===== src/shared/rer_pkg.sv =====
// Package of constants and types for the raw event status register block
// ==========================================================================
// What this block does
// - A one written to a bit of the clear register clears that raw event bit; a zero leaves it.
// - The raw event register is eight bits, read only, resets to zero, bits 7, 6 and 2 read zero.
// - Bit 5 sets when a receive from a second-type antenna ends with a full 10-bit word.
// - A receive ending with fewer than ten bits leaves bit 5 clear and is reported in bit 3.
// - Bit 4 sets when a transmit to the antenna has completed.
// - Bit 3 sets when the 100 ms receive timeout expires, for no reply or an incomplete reply.
// - A timeout caused by an incomplete reply also sets the antenna receive error flag.
// - Bit 1 sets when the tuner does not respond or answers NO ACK where ACK was expected.
// - Bit 0 sets at the end of a tuner bus transaction that completed normally.
// - A tuner transaction that saw any error never sets the done bit.
// - Each masked status bit is raw AND mask, and all of them are ORed into the interrupt.
// - Polarity select zero makes the interrupt active low and undriven when idle; one, active high.
package rer_pkg;

  // ========================================================================
  // Register indices; byte address is four times the index
  localparam logic [7:0]  IDX_ANT_CTRL   = 8'h5f;
  localparam logic [7:0]  IDX_MISC_CTRL  = 8'hee;
  localparam logic [7:0]  IDX_RAW        = 8'hf9;
  localparam logic [7:0]  IDX_STATUS     = 8'hfb;
  localparam logic [7:0]  IDX_MASK       = 8'hfd;
  localparam logic [7:0]  IDX_CLEAR      = 8'hff;
  localparam int          ADDR_W         = 10;

  // ========================================================================
  // Field positions
  localparam int          BIT_TUNER_DONE = 0;
  localparam int          BIT_TUNER_ERR  = 1;
  localparam int          BIT_RX_TIMEOUT = 3;
  localparam int          BIT_TX_DONE    = 4;
  localparam int          BIT_RX_DONE    = 5;
  localparam int          BIT_IRQ_POL    = 2;
  localparam int          BIT_RX_ERR     = 0;
  localparam logic [7:0]  RAW_IMPL_MASK  = 8'h3b;

  // ========================================================================
  // Reset values
  localparam logic [7:0]  RAW_RESET      = 8'h00;
  localparam logic [7:0]  MASK_RESET     = 8'h00;
  localparam logic        POL_RESET      = 1'b0;
  localparam logic        RX_ERR_RESET   = 1'b0;

  // ========================================================================
  // Timing
  localparam longint      CLK_HZ         = 100_000_000;
  localparam longint      RX_TIMEOUT_MS  = 100;
  localparam longint      RX_TIMEOUT_CYC = (RX_TIMEOUT_MS * CLK_HZ) / 1000;
  localparam int          RX_WORD_BITS   = 10;

  // ========================================================================
  // Event strobes from the antenna and tuner engines
  typedef struct packed {
    logic       tx_done;     // Transmit to antenna finished
    logic       rx_end;      // Receive phase ended
    logic [3:0] rx_bits;     // Bits captured, valid with rx_end
    logic       tuner_end;   // Tuner bus transaction ended
    logic       tuner_nack;  // NO ACK where ACK expected
    logic       tuner_nresp; // Tuner did not respond
  } rer_events_t;

endpackage : rer_pkg


===== src/rer_top.sv =====
// Raw event status register with mask, clear and interrupt output, APB slave
//
// The APB register port is this design's own decision.
`timescale 1ns/10ps
module rer_top #(
  parameter longint TIMEOUT_CYCLES = rer_pkg::RX_TIMEOUT_CYC, // Receive timeout in clocks
  parameter int     WORD_BITS      = rer_pkg::RX_WORD_BITS    // Bits in a full rx word
) (
  input  wire logic                       CLK,        // System clock, 100 MHz
  input  wire logic                       RESET_N,    // Asynchronous reset, active low
  input  wire logic                       PSEL,       // APB select
  input  wire logic                       PENABLE,    // APB access phase
  input  wire logic                       PWRITE,     // APB direction, high for write
  input  wire logic [rer_pkg::ADDR_W-1:0] PADDR,      // APB byte address
  input  wire logic [31:0]                PWDATA,     // APB write data
  output logic      [31:0]                PRDATA,     // APB read data
  output logic                            PREADY,     // APB ready
  output logic                            PSLVERR,    // APB error on unmapped address
  input  wire rer_pkg::rer_events_t       EVENTS,     // Event strobes, same clock domain
  output logic                            IRQ_OUT,    // Interrupt request level
  output logic                            IRQ_OUT_OE, // Interrupt pin drive enable
  output logic                            RX_ERROR    // Antenna receive error flag
);

  // ========================================================================
  // Parameter checks
  if (TIMEOUT_CYCLES < 2 || TIMEOUT_CYCLES > 64'h0000_0000_ffff_ffff) begin : g_chk_to
    $error("TIMEOUT_CYCLES out of range");
  end
  if (WORD_BITS < 1 || WORD_BITS > 15) begin : g_chk_wb
    $error("WORD_BITS must fit the 4-bit count");
  end

  localparam logic [31:0] TO_LAST = 32'(TIMEOUT_CYCLES - 1);
  localparam logic [3:0]  FULL_W  = 4'(WORD_BITS);

  // ========================================================================
  // State
  logic [7:0]  raw_q;
  logic [7:0]  raw_d;
  logic [7:0]  mask_q;
  logic        pol_q;
  logic        rx_err_q;
  logic        rx_err_d;
  logic        wait_q;
  logic        wait_d;
  logic        partial_q;
  logic        partial_d;
  logic [31:0] to_cnt_q;
  logic [31:0] to_cnt_d;
  logic        tn_err_q;
  logic        tn_err_d;
  logic [31:0] rdata_q;
  logic        unmapped_q;

  // ========================================================================
  // APB decode
  wire [7:0] reg_idx    = PADDR[rer_pkg::ADDR_W-1:2];
  wire       word_ok    = (PADDR[1:0] == 2'h0);
  wire       hit_raw    = word_ok && (reg_idx == rer_pkg::IDX_RAW);
  wire       hit_stat   = word_ok && (reg_idx == rer_pkg::IDX_STATUS);
  wire       hit_mask   = word_ok && (reg_idx == rer_pkg::IDX_MASK);
  wire       hit_clear  = word_ok && (reg_idx == rer_pkg::IDX_CLEAR);
  wire       hit_misc   = word_ok && (reg_idx == rer_pkg::IDX_MISC_CTRL);
  wire       hit_ant    = word_ok && (reg_idx == rer_pkg::IDX_ANT_CTRL);
  wire       hit_any    = hit_raw | hit_stat | hit_mask | hit_clear | hit_misc | hit_ant;
  wire       setup      = PSEL && !PENABLE;
  wire       access     = PSEL && PENABLE;
  // Writes land only in the access phase; the slave never waits
  wire       wr_en      = access && PWRITE;
  wire       wr_mask    = wr_en && hit_mask;
  wire       wr_clear   = wr_en && hit_clear;
  wire       wr_misc    = wr_en && hit_misc;
  wire       wr_ant     = wr_en && hit_ant;

  // ========================================================================
  // Interrupt path
  wire [7:0] masked     = raw_q & mask_q;
  wire       irq_active = |masked;

  // ========================================================================
  // Antenna receive and timeout
  wire       rx_full    = EVENTS.rx_end && (EVENTS.rx_bits == FULL_W);
  wire       rx_short   = EVENTS.rx_end && (EVENTS.rx_bits != FULL_W);
  wire       to_expire  = wait_q && (to_cnt_q == TO_LAST);

  // Timer arms after each transmit and runs until a full word or expiry;
  // a short reply is remembered so the expiry can flag it as an error
  always_comb begin
    wait_d    = wait_q;
    partial_d = partial_q;
    to_cnt_d  = to_cnt_q;
    if (EVENTS.tx_done) begin
      wait_d    = 1'b1;
      partial_d = 1'b0;
      to_cnt_d  = 32'h0000_0000;
    end else if (wait_q) begin
      if (rx_full) begin
        wait_d = 1'b0;
      end else if (to_expire) begin
        wait_d = 1'b0;
      end else begin
        to_cnt_d = to_cnt_q + 32'h0000_0001;
      end
      if (rx_short) begin
        partial_d = 1'b1;
      end
    end
  end

  wire       short_at_to = partial_q | rx_short;
  wire       set_rx_err  = to_expire && short_at_to;

  // Error flag sits at the antenna control word; cleared by writing one
  always_comb begin
    rx_err_d = rx_err_q;
    if (wr_ant && PWDATA[rer_pkg::BIT_RX_ERR]) begin
      rx_err_d = 1'b0;
    end
    if (set_rx_err) begin
      rx_err_d = 1'b1;
    end
  end

  // ========================================================================
  // Tuner bus: any error inside a transaction suppresses its done bit
  wire       tn_fault    = EVENTS.tuner_nack | EVENTS.tuner_nresp;
  wire       tn_bad      = tn_err_q | tn_fault;

  always_comb begin
    tn_err_d = tn_err_q;
    if (EVENTS.tuner_end) begin
      tn_err_d = 1'b0;
    end else if (tn_fault) begin
      tn_err_d = 1'b1;
    end
  end

  // ========================================================================
  // Raw event bits
  logic [7:0] set_vec;
  always_comb begin
    set_vec                          = 8'h00;
    set_vec[rer_pkg::BIT_RX_DONE]    = wait_q && rx_full;
    set_vec[rer_pkg::BIT_TX_DONE]    = EVENTS.tx_done;
    // A full word landing on the expiry cycle wins, so it is not also a timeout
    set_vec[rer_pkg::BIT_RX_TIMEOUT] = to_expire && !rx_full;
    set_vec[rer_pkg::BIT_TUNER_ERR]  = EVENTS.tuner_end && tn_bad;
    set_vec[rer_pkg::BIT_TUNER_DONE] = EVENTS.tuner_end && !tn_bad;
  end

  // Set is applied after the clear so a coinciding event is never lost
  wire [7:0] clr_vec = wr_clear ? PWDATA[7:0] : 8'h00;
  assign raw_d = ((raw_q & ~clr_vec) | set_vec) & rer_pkg::RAW_IMPL_MASK;

  // ========================================================================
  // Read mux, sampled in the setup phase so read data comes from a flop
  logic [7:0] rd_byte;
  always_comb begin
    rd_byte = 8'h00;
    if (hit_raw) begin
      rd_byte = raw_q;
    end else if (hit_stat) begin
      rd_byte = masked;
    end else if (hit_mask) begin
      rd_byte = mask_q;
    end else if (hit_misc) begin
      rd_byte[rer_pkg::BIT_IRQ_POL] = pol_q;
    end else if (hit_ant) begin
      rd_byte[rer_pkg::BIT_RX_ERR] = rx_err_q;
    end
  end

  // ========================================================================
  // Registers
  always_ff @(posedge CLK or negedge RESET_N) begin
    if (!RESET_N) begin
      raw_q <= rer_pkg::RAW_RESET;
    end else begin
      raw_q <= raw_d;
    end
  end

  always_ff @(posedge CLK or negedge RESET_N) begin
    if (!RESET_N) begin
      mask_q <= rer_pkg::MASK_RESET;
      pol_q  <= rer_pkg::POL_RESET;
    end else begin
      if (wr_mask) begin
        mask_q <= PWDATA[7:0];
      end
      if (wr_misc) begin
        pol_q <= PWDATA[rer_pkg::BIT_IRQ_POL];
      end
    end
  end

  always_ff @(posedge CLK or negedge RESET_N) begin
    if (!RESET_N) begin
      wait_q    <= 1'b0;
      partial_q <= 1'b0;
      to_cnt_q  <= 32'h0000_0000;
      rx_err_q  <= rer_pkg::RX_ERR_RESET;
      tn_err_q  <= 1'b0;
    end else begin
      wait_q    <= wait_d;
      partial_q <= partial_d;
      to_cnt_q  <= to_cnt_d;
      rx_err_q  <= rx_err_d;
      tn_err_q  <= tn_err_d;
    end
  end

  always_ff @(posedge CLK or negedge RESET_N) begin
    if (!RESET_N) begin
      rdata_q    <= 32'h0000_0000;
      unmapped_q <= 1'b0;
    end else if (setup) begin
      rdata_q    <= PWRITE ? 32'h0000_0000 : {24'h00_0000, rd_byte};
      unmapped_q <= !hit_any || (!PWRITE && hit_clear);
    end
  end

  // ========================================================================
  // Outputs
  assign PRDATA     = rdata_q;
  assign PREADY     = 1'b1;
  assign PSLVERR    = access && unmapped_q;
  // Active low mode only pulls down so several chips can share one line
  assign IRQ_OUT    = pol_q ? irq_active : 1'b0;
  assign IRQ_OUT_OE = pol_q ? 1'b1 : irq_active;
  assign RX_ERROR   = rx_err_q;

endmodule : rer_top

===== config.mk =====
export PLATFORM = sky130hd
export DESIGN_NAME = rer_top
export DESIGN_NICKNAME = d
export VERILOG_FILES = /design/src/shared/rer_pkg.sv /design/src/rer_top.sv
export SDC_FILE = /design/constraint.sdc
export NUM_CORES = 1
export LEC_CHECK = 0
export BUFFER_PORTS_ARGS = -buffer_cell sky130_fd_sc_hd__buf_2
export CORE_MARGIN = 5
export CORE_UTILIZATION = 50
export DETAILED_ROUTE_END_ITERATION = 10
export GPL_ROUTABILITY_DRIVEN = 0
export PLACE_DENSITY_LB_ADDON = 0.05
export REMOVE_ABC_BUFFERS = 1
export SLEW_MARGIN = 15
export SYNTH_ARGS = -nofsm -noshare
export SYNTH_HDL_FRONTEND = slang
export SYNTH_SLANG_ARGS = --single-unit

===== constraint.sdc =====
create_clock -name CLK -period 2.65 [get_ports CLK]
set_clock_uncertainty 0.05 [all_clocks]
set_input_delay 0.265 -clock CLK [delete_from_list [all_inputs] [get_ports CLK]]
set_output_delay 0.265 -clock CLK [all_outputs]
set_load 0.05 [all_outputs]

[After elaboration in Yosys (flattened, before gate mapping)]
Cells that the tools add are included.
Cells by class
  add/sub/neg operators: 1
  eq/ne operators: 11
  reductions and logical operators: 38
  bitwise operators: 12
  mux-type cells: 28
Operators by type and width (count)
  32-bit two-way mux: 4
  8-bit equality test, second input constant: 5
  32-bit by 1-bit adder with 32-bit output, second input constant: 1
  32-bit by 24-bit equality test with 1-bit output, second input constant: 1
  1-bit logical AND: 24
  8-bit two-way mux: 3
  1-bit two-way mux: 19
  6-bit by 8-bit AND with 8-bit output: 1
  8-bit by 7-bit equality test with 1-bit output, second input constant: 1
  1-bit OR: 8
  2-bit nonzero test: 4
  8-bit OR reduction: 1
  6-bit AND: 1
  6-bit two-way mux: 1
  6-bit NOT: 1
  6-bit OR: 1
  1-bit zero test: 5
  5-bit two-way mux: 1
  4-bit equality test, second input constant: 1
  2-bit != test, second input constant: 2
  4-bit != test, second input constant: 1
  3-bit AND reduction: 1
  2-bit zero test: 1
  2-bit AND reduction: 1
  1-bit logical OR: 1
Word-level totals
  input bits: 56
  register bits: 83

[Logic depth before layout (Yosys ltp)]
Gate-level depths: netlist of run 1.
  depth in word-level cells: 9
  depth in mapped cells: 7

[Least setup slack after synthesis of run 1]
No wires, ideal clock.
  kind: register to register
  from: register to_cnt_q[13]
  to: register to_cnt_q[31]
  cell stages (with the launch flop): 7
  buffers on the path: 1
  library setup time: 0.128 ns
  arrival: 1.928 ns
  slack: 0.544 ns
  cell sequence: dfrtp_1 and4_1 buf_4 nand4_4 nor4_2 nor3b_1 mux2_1
Between the ends
  cells in the longest elaborated chain, start to end: 5
  elaborated cells on any way between the ends: 9
  classes of those cells: add/sub: 1; eq/ne: 2; mux: 4; reduce/logical: 2
RTL lines
  from (decl): line rer_top.sv:49  | logic [31:0] to_cnt_q;
  from (signal assigned): line rer_top.sv:208  | to_cnt_q <= to_cnt_d;
  32-bit by 1-bit adder with 32-bit output: line rer_top.sv:103  | to_cnt_d = to_cnt_q + 32'h0000_0001;
  32-bit two-way mux: line rer_top.sv:100  | end else if (to_expire) begin
  32-bit two-way mux: line rer_top.sv:98  | if (rx_full) begin
  32-bit two-way mux: line rer_top.sv:97  | end else if (wait_q) begin
  32-bit two-way mux: line rer_top.sv:93  | if (EVENTS.tx_done) begin
Parallel ways exist; a longest one is shown, timed or not. The select of a mux whose other input is x is not followed.
A chain may end at the register's enable or synchronous reset.

[Worst setup path after layout of run 1]
  from: register to_cnt_q[1]
  to: register to_cnt_q[28]
The elaborated chain is that of the path after synthesis.

==> summary.md, run 1 <==
| Metric | Value |
|---|---|
| Mapped Area | `3290 sq um` |
| Fmax | `around 440 MHz` |
| Worst Setup Start Kind | `register` |
| Clock-pin slew on the worst setup and hold paths | `80 ps` |
| Minimum clock period | `2270 ps` |
| EDFF count, synth | `0` |
| Layout cell share with drive strength beyond 1 | `between 20% and 30%` |
| # port buffers | `43` |
| P_leak | `between 1.5 and 2 nW` |
| Hold Violations, Final | `0` |
| Asr flop ratio synth | `between 90% and 100%` |
| Post-Synth XOR/XNOR Area | `under 10%` |
| Ys Warns | `0` |
| Crit path DAT | `2480 ps` |
| Fin. max-slew vios | `0` |
| Pwr/cell area | `545 nW/um^2` |
| Initial Util | `just over 50%` |
| Row Count | `29` |
| # nets final | `around 450` |
| Drt initial violations | `110` |
| Main combinational cell family by area after synthesis | `simple AND/OR/NAND/NOR gates` |
| Largest net degree at the start of global routing | `60` |
| Distinct cell type count after synthesis | `54` |
| Fillers | `roughly 600` |
| Post-synth top flop | `dfrtp_1` |
| Top Layer Used | `met4` |
| Via density | `about 5.5` |
| DRC viols | `0` |
| Synth Area in Compound Gates | `between 10% and 20%` |
| Critical Path Fanout Max | `8` |
| Mux share of post-synthesis cell area | `around 4.6%` |
| DIE HEIGHT | `approximately 91 um` |
| Metal-1 WL | `3200 um` |
| Worst Tran Pin Value | `around 730 ps` |
| Fin util | `about 58%` |
| CTS root buffer | `clkbuf_8` |
| Register area share after synthesis | `approximately 45%` |
| Simple-gate portion of the synthesized area | `24.8%` |
| Area Overhead vs Synth | `12.9%` |
| Synth Area in Adders | `less than 1%` |
| Ports | `93` |
| Clock sink count | `between 50 and 60` |
| WL met3 | `between 400 and 500 um` |
| Fin crit share | `85.6%` |
| Crit. End Element | `register` |
| Antenna violations before repair | `0` |
| Vias in the first global route | `between 2000 and 3000` |
| Total power draw | `2.03 mW` |
| CTS tree | `done` |
| Min-Delay Path Class | `in -> async` |
| Gr ovfl total | `0` |
| Slew HR | `roughly half` |
| #FFs+latches synth | `59` |
| Met2 Routed Length | `between 3000 and 4000 um` |
| Die area | `8310 sq um` |
| Most frequent cells in the layout | `59 x dfrtp_1, 43 x buf_2, 25 x nand2_1, 25 x nor2_1, 25 x conb_1` |
| HPWL after detailed placement | `between 5000 and 6000 um` |
| Total CTS buffers | `9` |
| Routed len/inst | `about 15 um` |
| Gr usage total | `17.5%` |
| R2r setup slk | `380 ps` |
| Run status | `complete, no violations` |
| Global-route wire length before repair | `12100 um` |
| Max-Cap Viols | `0` |
| Worst VDD drop | `approximately 0.00032 V` |
| Setup TNS | `0 ps` |
| DRT antenna net count | `0` |
| Routed wire length | `6980 um` |
| H-tree levels | `3` |
| Die Width | `around 91 um` |
| Core area | `6390 sq um` |
| Most common cell after layout, fill and taps aside | `dfrtp_1` |
| RSZ-0062 raised after global routing | `false` |
| Post-CTS resize count | `0` |
| Setup-failing EPs final | `0` |
| Synth Instances | `346` |
| Post-CTS setup buffers | `0` |
| CP required | `2860 ps` |
| Number of diodes | `0` |
| Hold_ws | `between 20 and 25 ps` |
| Worst-skew pair later-pin latency | `~340 ps` |
| Syn_area_per_cell | `~9.5 sq um` |
| DR pass1 iterations | `4` |
| Via count | `2631` |
| Worst Setup Path Type | `reg -> reg` |
| CTS Hold Bufs | `0` |
| Clock buffer depth | `2` |
-- critical path: stages (launching register included) --
cell and delay [ps]:
dfrtp_1 410, ha_1 240, and3_2 210, nand3_2 90, or4_1 690, or3_1 360
a21oi_1 150
-- layer usage --
| layer | vias up | GRT usage, % |
|---|---|---|
| li1 | 1302 | - |
| met1 | 1248 | 22.3 |
| met2 | 70 | 28.1 |
| met3 | 11 | 4.13 |
| met4 | 0 | 7.95 |
| met5 | - | 0 |
-- final cells by class --
class,instances,area (sq um),area share (%)
multi-input cells,260,1600,43.0
flip-flops and latches,59,1480,39.7
repair buffers,51,275,7.40
clock buffers,9,124,3.33
well taps,77,96.3,2.59
clock inverters,7,92.6,2.49
inverters,14,52.6,1.41
-- stage by stage --
stage	instance area (sq um)	setup WS (ps)	std cells
final	3720	380	477
after global routing	3720	255	477
after CTS	3720	391	477
after detailed placement	3500	416	461
after global placement	3500	467	461
after floorplan	3130	291	333
-- cell usage after synthesis, types with 3 or more instances --
cell,number,area (sq um)
nand3_1,17,85.1
nor2b_1,5,31.3
a21oi_1,13,65.1
nand4_1,11,68.8
xnor2_1,15,131
clkbuf_1,5,18.8
nand2_1,25,93.8
and3_1,9,56.3
inv_1,14,52.6
dfrtp_1,59,1480
nor4_1,12,75.1
and4_1,3,26.3
o22ai_1,5,31.3
a31o_2,3,26.3
mux2i_1,4,40.0
nor3_1,11,55.1
o41ai_1,3,26.3
o21ai_0,14,70.1
mux2_2,9,101
nor2_1,25,93.8
buf_4,26,195
or3_1,8,50.1
a22o_1,6,52.6
-- power breakdown --
group | switching [mW] | internal, mW
combinational | 0.157 | 0.0445
sequential | 0.0124 | 0.914
clock | 0.372 | 0.525
total | 0.541 | 1.48
-- cells by family after synthesis --
kind of cell               after synthesis
and+or+nand+nor                        146
other                                    2
adders and majority gates                1
xor gates and xnor gates                17
muxes                                   14
AOI/OAI and AO/OA                       57
buffers and inverters                   50
DFF                                     59
-- registers in the layout (all words and copies together), names as in the netlist --
signal      cells
to_cnt_q       32
PRDATA          8
mask_q          8
raw_q           5
RX_ERROR        1
partial_q       1
pol_q           1
tn_err_q        1
unmapped_q      1
wait_q          1
-- worst paths after layout --
kind,from,endpoint,cells past startpoint
min in group CLK,EVENTS[2],tn_err_q,2
max in group asynchronous,RESET_N,to_cnt_q[3],2
worst max register to register,to_cnt_q[1],to_cnt_q[28],6
worst max-delay path,to_cnt_q[1],to_cnt_q[28],6
worst min register to register,PRDATA[6],PRDATA[6],2
worst min-delay path,RESET_N,PRDATA[3],2
No activity file was read; power rests on OpenSTA's default activity.
==> run 2: changes to the inputs <==
--- a/config.mk
+++ b/config.mk
@@ -5,6 +5,7 @@
 export SDC_FILE = /design/constraint.sdc
 export NUM_CORES = 1
 export LEC_CHECK = 0
+export ABC_AREA = 1
 export BUFFER_PORTS_ARGS = -buffer_cell sky130_fd_sc_hd__buf_2
 export CORE_MARGIN = 5
 export CORE_UTILIZATION = 50
==> run 2 against run 1 <==
  * Sequential power barely moved
  * Global-route usage rose by 5.3 points
  * Via count rose by 61%
  * Final area rose by 24%
  * Utilization fell by 2.1 points
  * Combinational power rose by 15%
  * Die area rose by 24%
  * Largest cell class unchanged
  * Highest routed layer unchanged
==> summary.md, run 2 <==
| Metric | Value |
|---|---|
| Run status | `complete, no violations` |
| Largest net degree at the start of global routing | `36` |
| Core area | `8220 sq um` |
| Gr ovfl total | `0` |
| Pwr/cell area | `about 430 nW/um^2` |
| Routed len/inst | `roughly 13 um` |
| Global-route wire length before repair | `18700 um` |
| Mux share of post-synthesis cell area | `0%` |
| Synth cell count leaders | `253 x nand2_1, 113 x nor2_1, 71 x nand3_1, 59 x dfrtp_1, 59 x inv_1` |
| Hold Violations, Final | `0` |
| Die area | `~10000 sq um` |
| DRT antenna net count | `0` |
| P_leak | `2.31 nW` |
| DRC viols | `0` |
| Worst Tran Pin Value | `~720 ps` |
| CTS Hold Bufs | `1` |
| CP most frequent cell | `nand2_1` |
| H-tree levels | `3` |
| Simple-gate portion of the synthesized area | `~48%` |
| Slew HR | `52.3%` |
| Post-CTS setup buffers | `0` |
| Fmax | `approximately 460 MHz` |
| Post-Synth XOR/XNOR Area | `1.04%` |
| #FFs+latches synth | `59` |
| RSZ-0062 raised after global routing | `false` |
| Ports | `93` |
| CTS root buffer | `clkbuf_8` |
| Die Width | `slightly above 100 um` |
| Routed wire length | `11100 um` |
| Most frequent cells in the layout | `253 x nand2_1, 113 x nor2_1, 71 x nand3_1, 59 x dfrtp_1, 59 x inv_1` |
| Worst R2R End | `to_cnt_q[23]` |
| Gr usage total | `between 20% and 30%` |
| Critical Path Fanout Max | `33` |
| Clock-pin slew on the worst setup and hold paths | `80 ps` |
| Min-Delay Path Class | `in -> reg` |
| Clock sink count | `59` |
| Worst setup path end | `to_cnt_q[23]` |
| Leading area contributor after synthesis | `dfrtp_1` |
| Synth Area in Adders | `0.298%` |
| EDFF count, synth | `0` |
| Largest register FFs | `32` |
| Area Overhead vs Synth | `9.87%` |
| # port buffers | `43` |
| Antenna violations before repair | `0` |
| Synth Instances | `roughly 670` |
| Register area share after synthesis | `between 30% and 40%` |
| Worst VDD drop | `0.000271 V` |
| Max-Cap Viols | `0` |
| Clock buffer depth | `2` |
| Most common cell after layout, fill and taps aside | `nand2_1` |
| Drt initial violations | `~280` |
| Via density | `slightly above 5` |
| Top post-synthesis cells by area | `dfrtp_1 35%, nand2_1 23%, nor2_1 10%` |
| DIE HEIGHT | `a little over 100 um` |
| Crit. End Element | `register` |
| Crit path DAT | `2350 ps` |
| CP peak stage delay | `480 ps` |
| Path depth of the worst reg2reg path | `10` |
| CP required | `2840 ps` |
| Worst Setup SP | `to_cnt_q[0]` |
| Asr flop ratio synth | `between 90% and 100%` |
| Vias in the first global route | `~3900` |
| # nets final | `between 700 and 800` |
| Worst Setup Path Type | `reg -> reg` |
| Number of diodes | `0` |
| Syn_area_per_cell | `6.25 sq um` |
| Distinct cell type count after synthesis | `32` |
| DR pass1 iterations | `5` |
| Worst-skew pair later-pin latency | `approximately 350 ps` |
| Top-area cell type share of the netlist area | `approximately a third` |
| Mapped Area | `approximately 4200 sq um` |
| Worst path cell trace | `ha_1, inv_2, nor2_4, nand3_2, nor2_1, nand2_1, nand3_2, nand2_4, nand2_1, nand2_1` |
| Most common cell in the netlist | `nand2_1` |
| Minimum clock period | `about 2200 ps` |
| Worst Setup Start Kind | `register` |
| Reg with most FFs | `to_cnt_q` |
| R2R Path Start | `to_cnt_q[0]` |
| HPWL after detailed placement | `8290 um` |
| Row Count | `33` |
| Fin. max-slew vios | `0` |
| R2r setup slk | `between 400 and 500 ps` |
| Layout cell share with drive strength beyond 1 | `10.4%` |
| Post-CTS resize count | `0` |
| Initial Util | `~50%` |
| Fin util | `a little under three fifths` |
| Slowest CP cell | `dfrtp_1` |
| Synth Area in Compound Gates | `approximately 3.3%` |
| Setup-failing EPs final | `0` |
| Ys Warns | `0` |
| Main combinational cell family by area after synthesis | `simple AND/OR/NAND/NOR gates` |
| Post-synth top flop | `dfrtp_1` |
| Via count | `roughly 4200` |
| Total CTS buffers | `9` |
| Setup TNS | `0 ps` |
| CTS tree | `done` |
| Fin crit share | `between 80% and 90%` |
[run 2: changes by cell type after synthesis, sizes merged, moves of 6 or more]
| cell | before | now |
|---|---|---|
| a21oi | 13 | 2 |
| a22o | 6 | 0 |
| and3 | 11 | 1 |
| inv | 14 | 60 |
| mux2 | 10 | 0 |
| nand2 | 25 | 255 |
| nand3 | 18 | 73 |
| nor2 | 25 | 116 |
| nor4 | 13 | 0 |
| or3 | 8 | 0 |
| xnor2 | 15 | 1 |
[run 2: cells by family (layout without fill, tap and decap cells)]
family          after synthesis  in the layout
xor+xnor                      5              5
compound gates               26             26
simple gates                476            476
fa+ha+maj                     1              1
other cells                   2             25
flops                        59             59
buf+inv                     103            128
[run 2: area by class of cell]
class / instances / area, sq um
Inverter: 61 / 229
Sequential cell: 59 / 1480
Multi-Input combinational cell: 533 / 2290
Clock inverter: 5 / 52.6
Timing Repair Buffer: 51 / 290
Tap cell: 105 / 131
Clock buffer: 11 / 141
Fill cell: 845 / 3600
[run 2: critical path: cells and delay by family (launching register included)]
kind          cells  cell delay [ps]
buf+inv           1               80
flops             1              480
simple gates      8             1090
fa+ha+maj         1              330
[run 2: worst min-delay path by stage]
stage / from / to / cells past startpoint / slack, ps
after floorplan: RESET_N / PRDATA[0] / 0 / -80
after global placement: RESET_N / mask_q[1] / 1 / 310
after detailed placement: RESET_N / mask_q[1] / 1 / 310
after CTS: EVENTS[2] / tn_err_q / 2 / 30
after global routing: EVENTS[2] / tn_err_q / 2 / 40
final: EVENTS[2] / tn_err_q / 2 / 40
[run 2: where the power goes]
group / total [mW] / internal, mW / switching (mW)
clock network: 0.836 / 0.455 / 0.380
logic: 0.233 / 0.0473 / 0.186
registers: 0.929 / 0.915 / 0.0144
total: 2.00 / 1.42 / 0.581
[run 2: routing by layer]
metal | track usage [%] | share of wire (%) | wire length [um]
met1 | 28.0 | 41 | 4540
met2 | 40.7 | 51 | 5640
met3 | 3.44 | 6.4 | 707
met4 | 7.87 | 1.7 | 183
met5 | 0 | 0 | 0
[run 2: metrics by stage]
step	area (sq um)	hold WS, ps	setup slack, ps	std cells	power, mW
after floorplan	4000	-80.6	570	653	1.09
after global placement	4410	306	539	808	1.18
after detailed placement	4410	309	487	808	1.18
after CTS	4610	29.7	482	825	2.02
after global routing	4610	43.6	247	825	2.09
final	4610	43.5	490	825	2.00
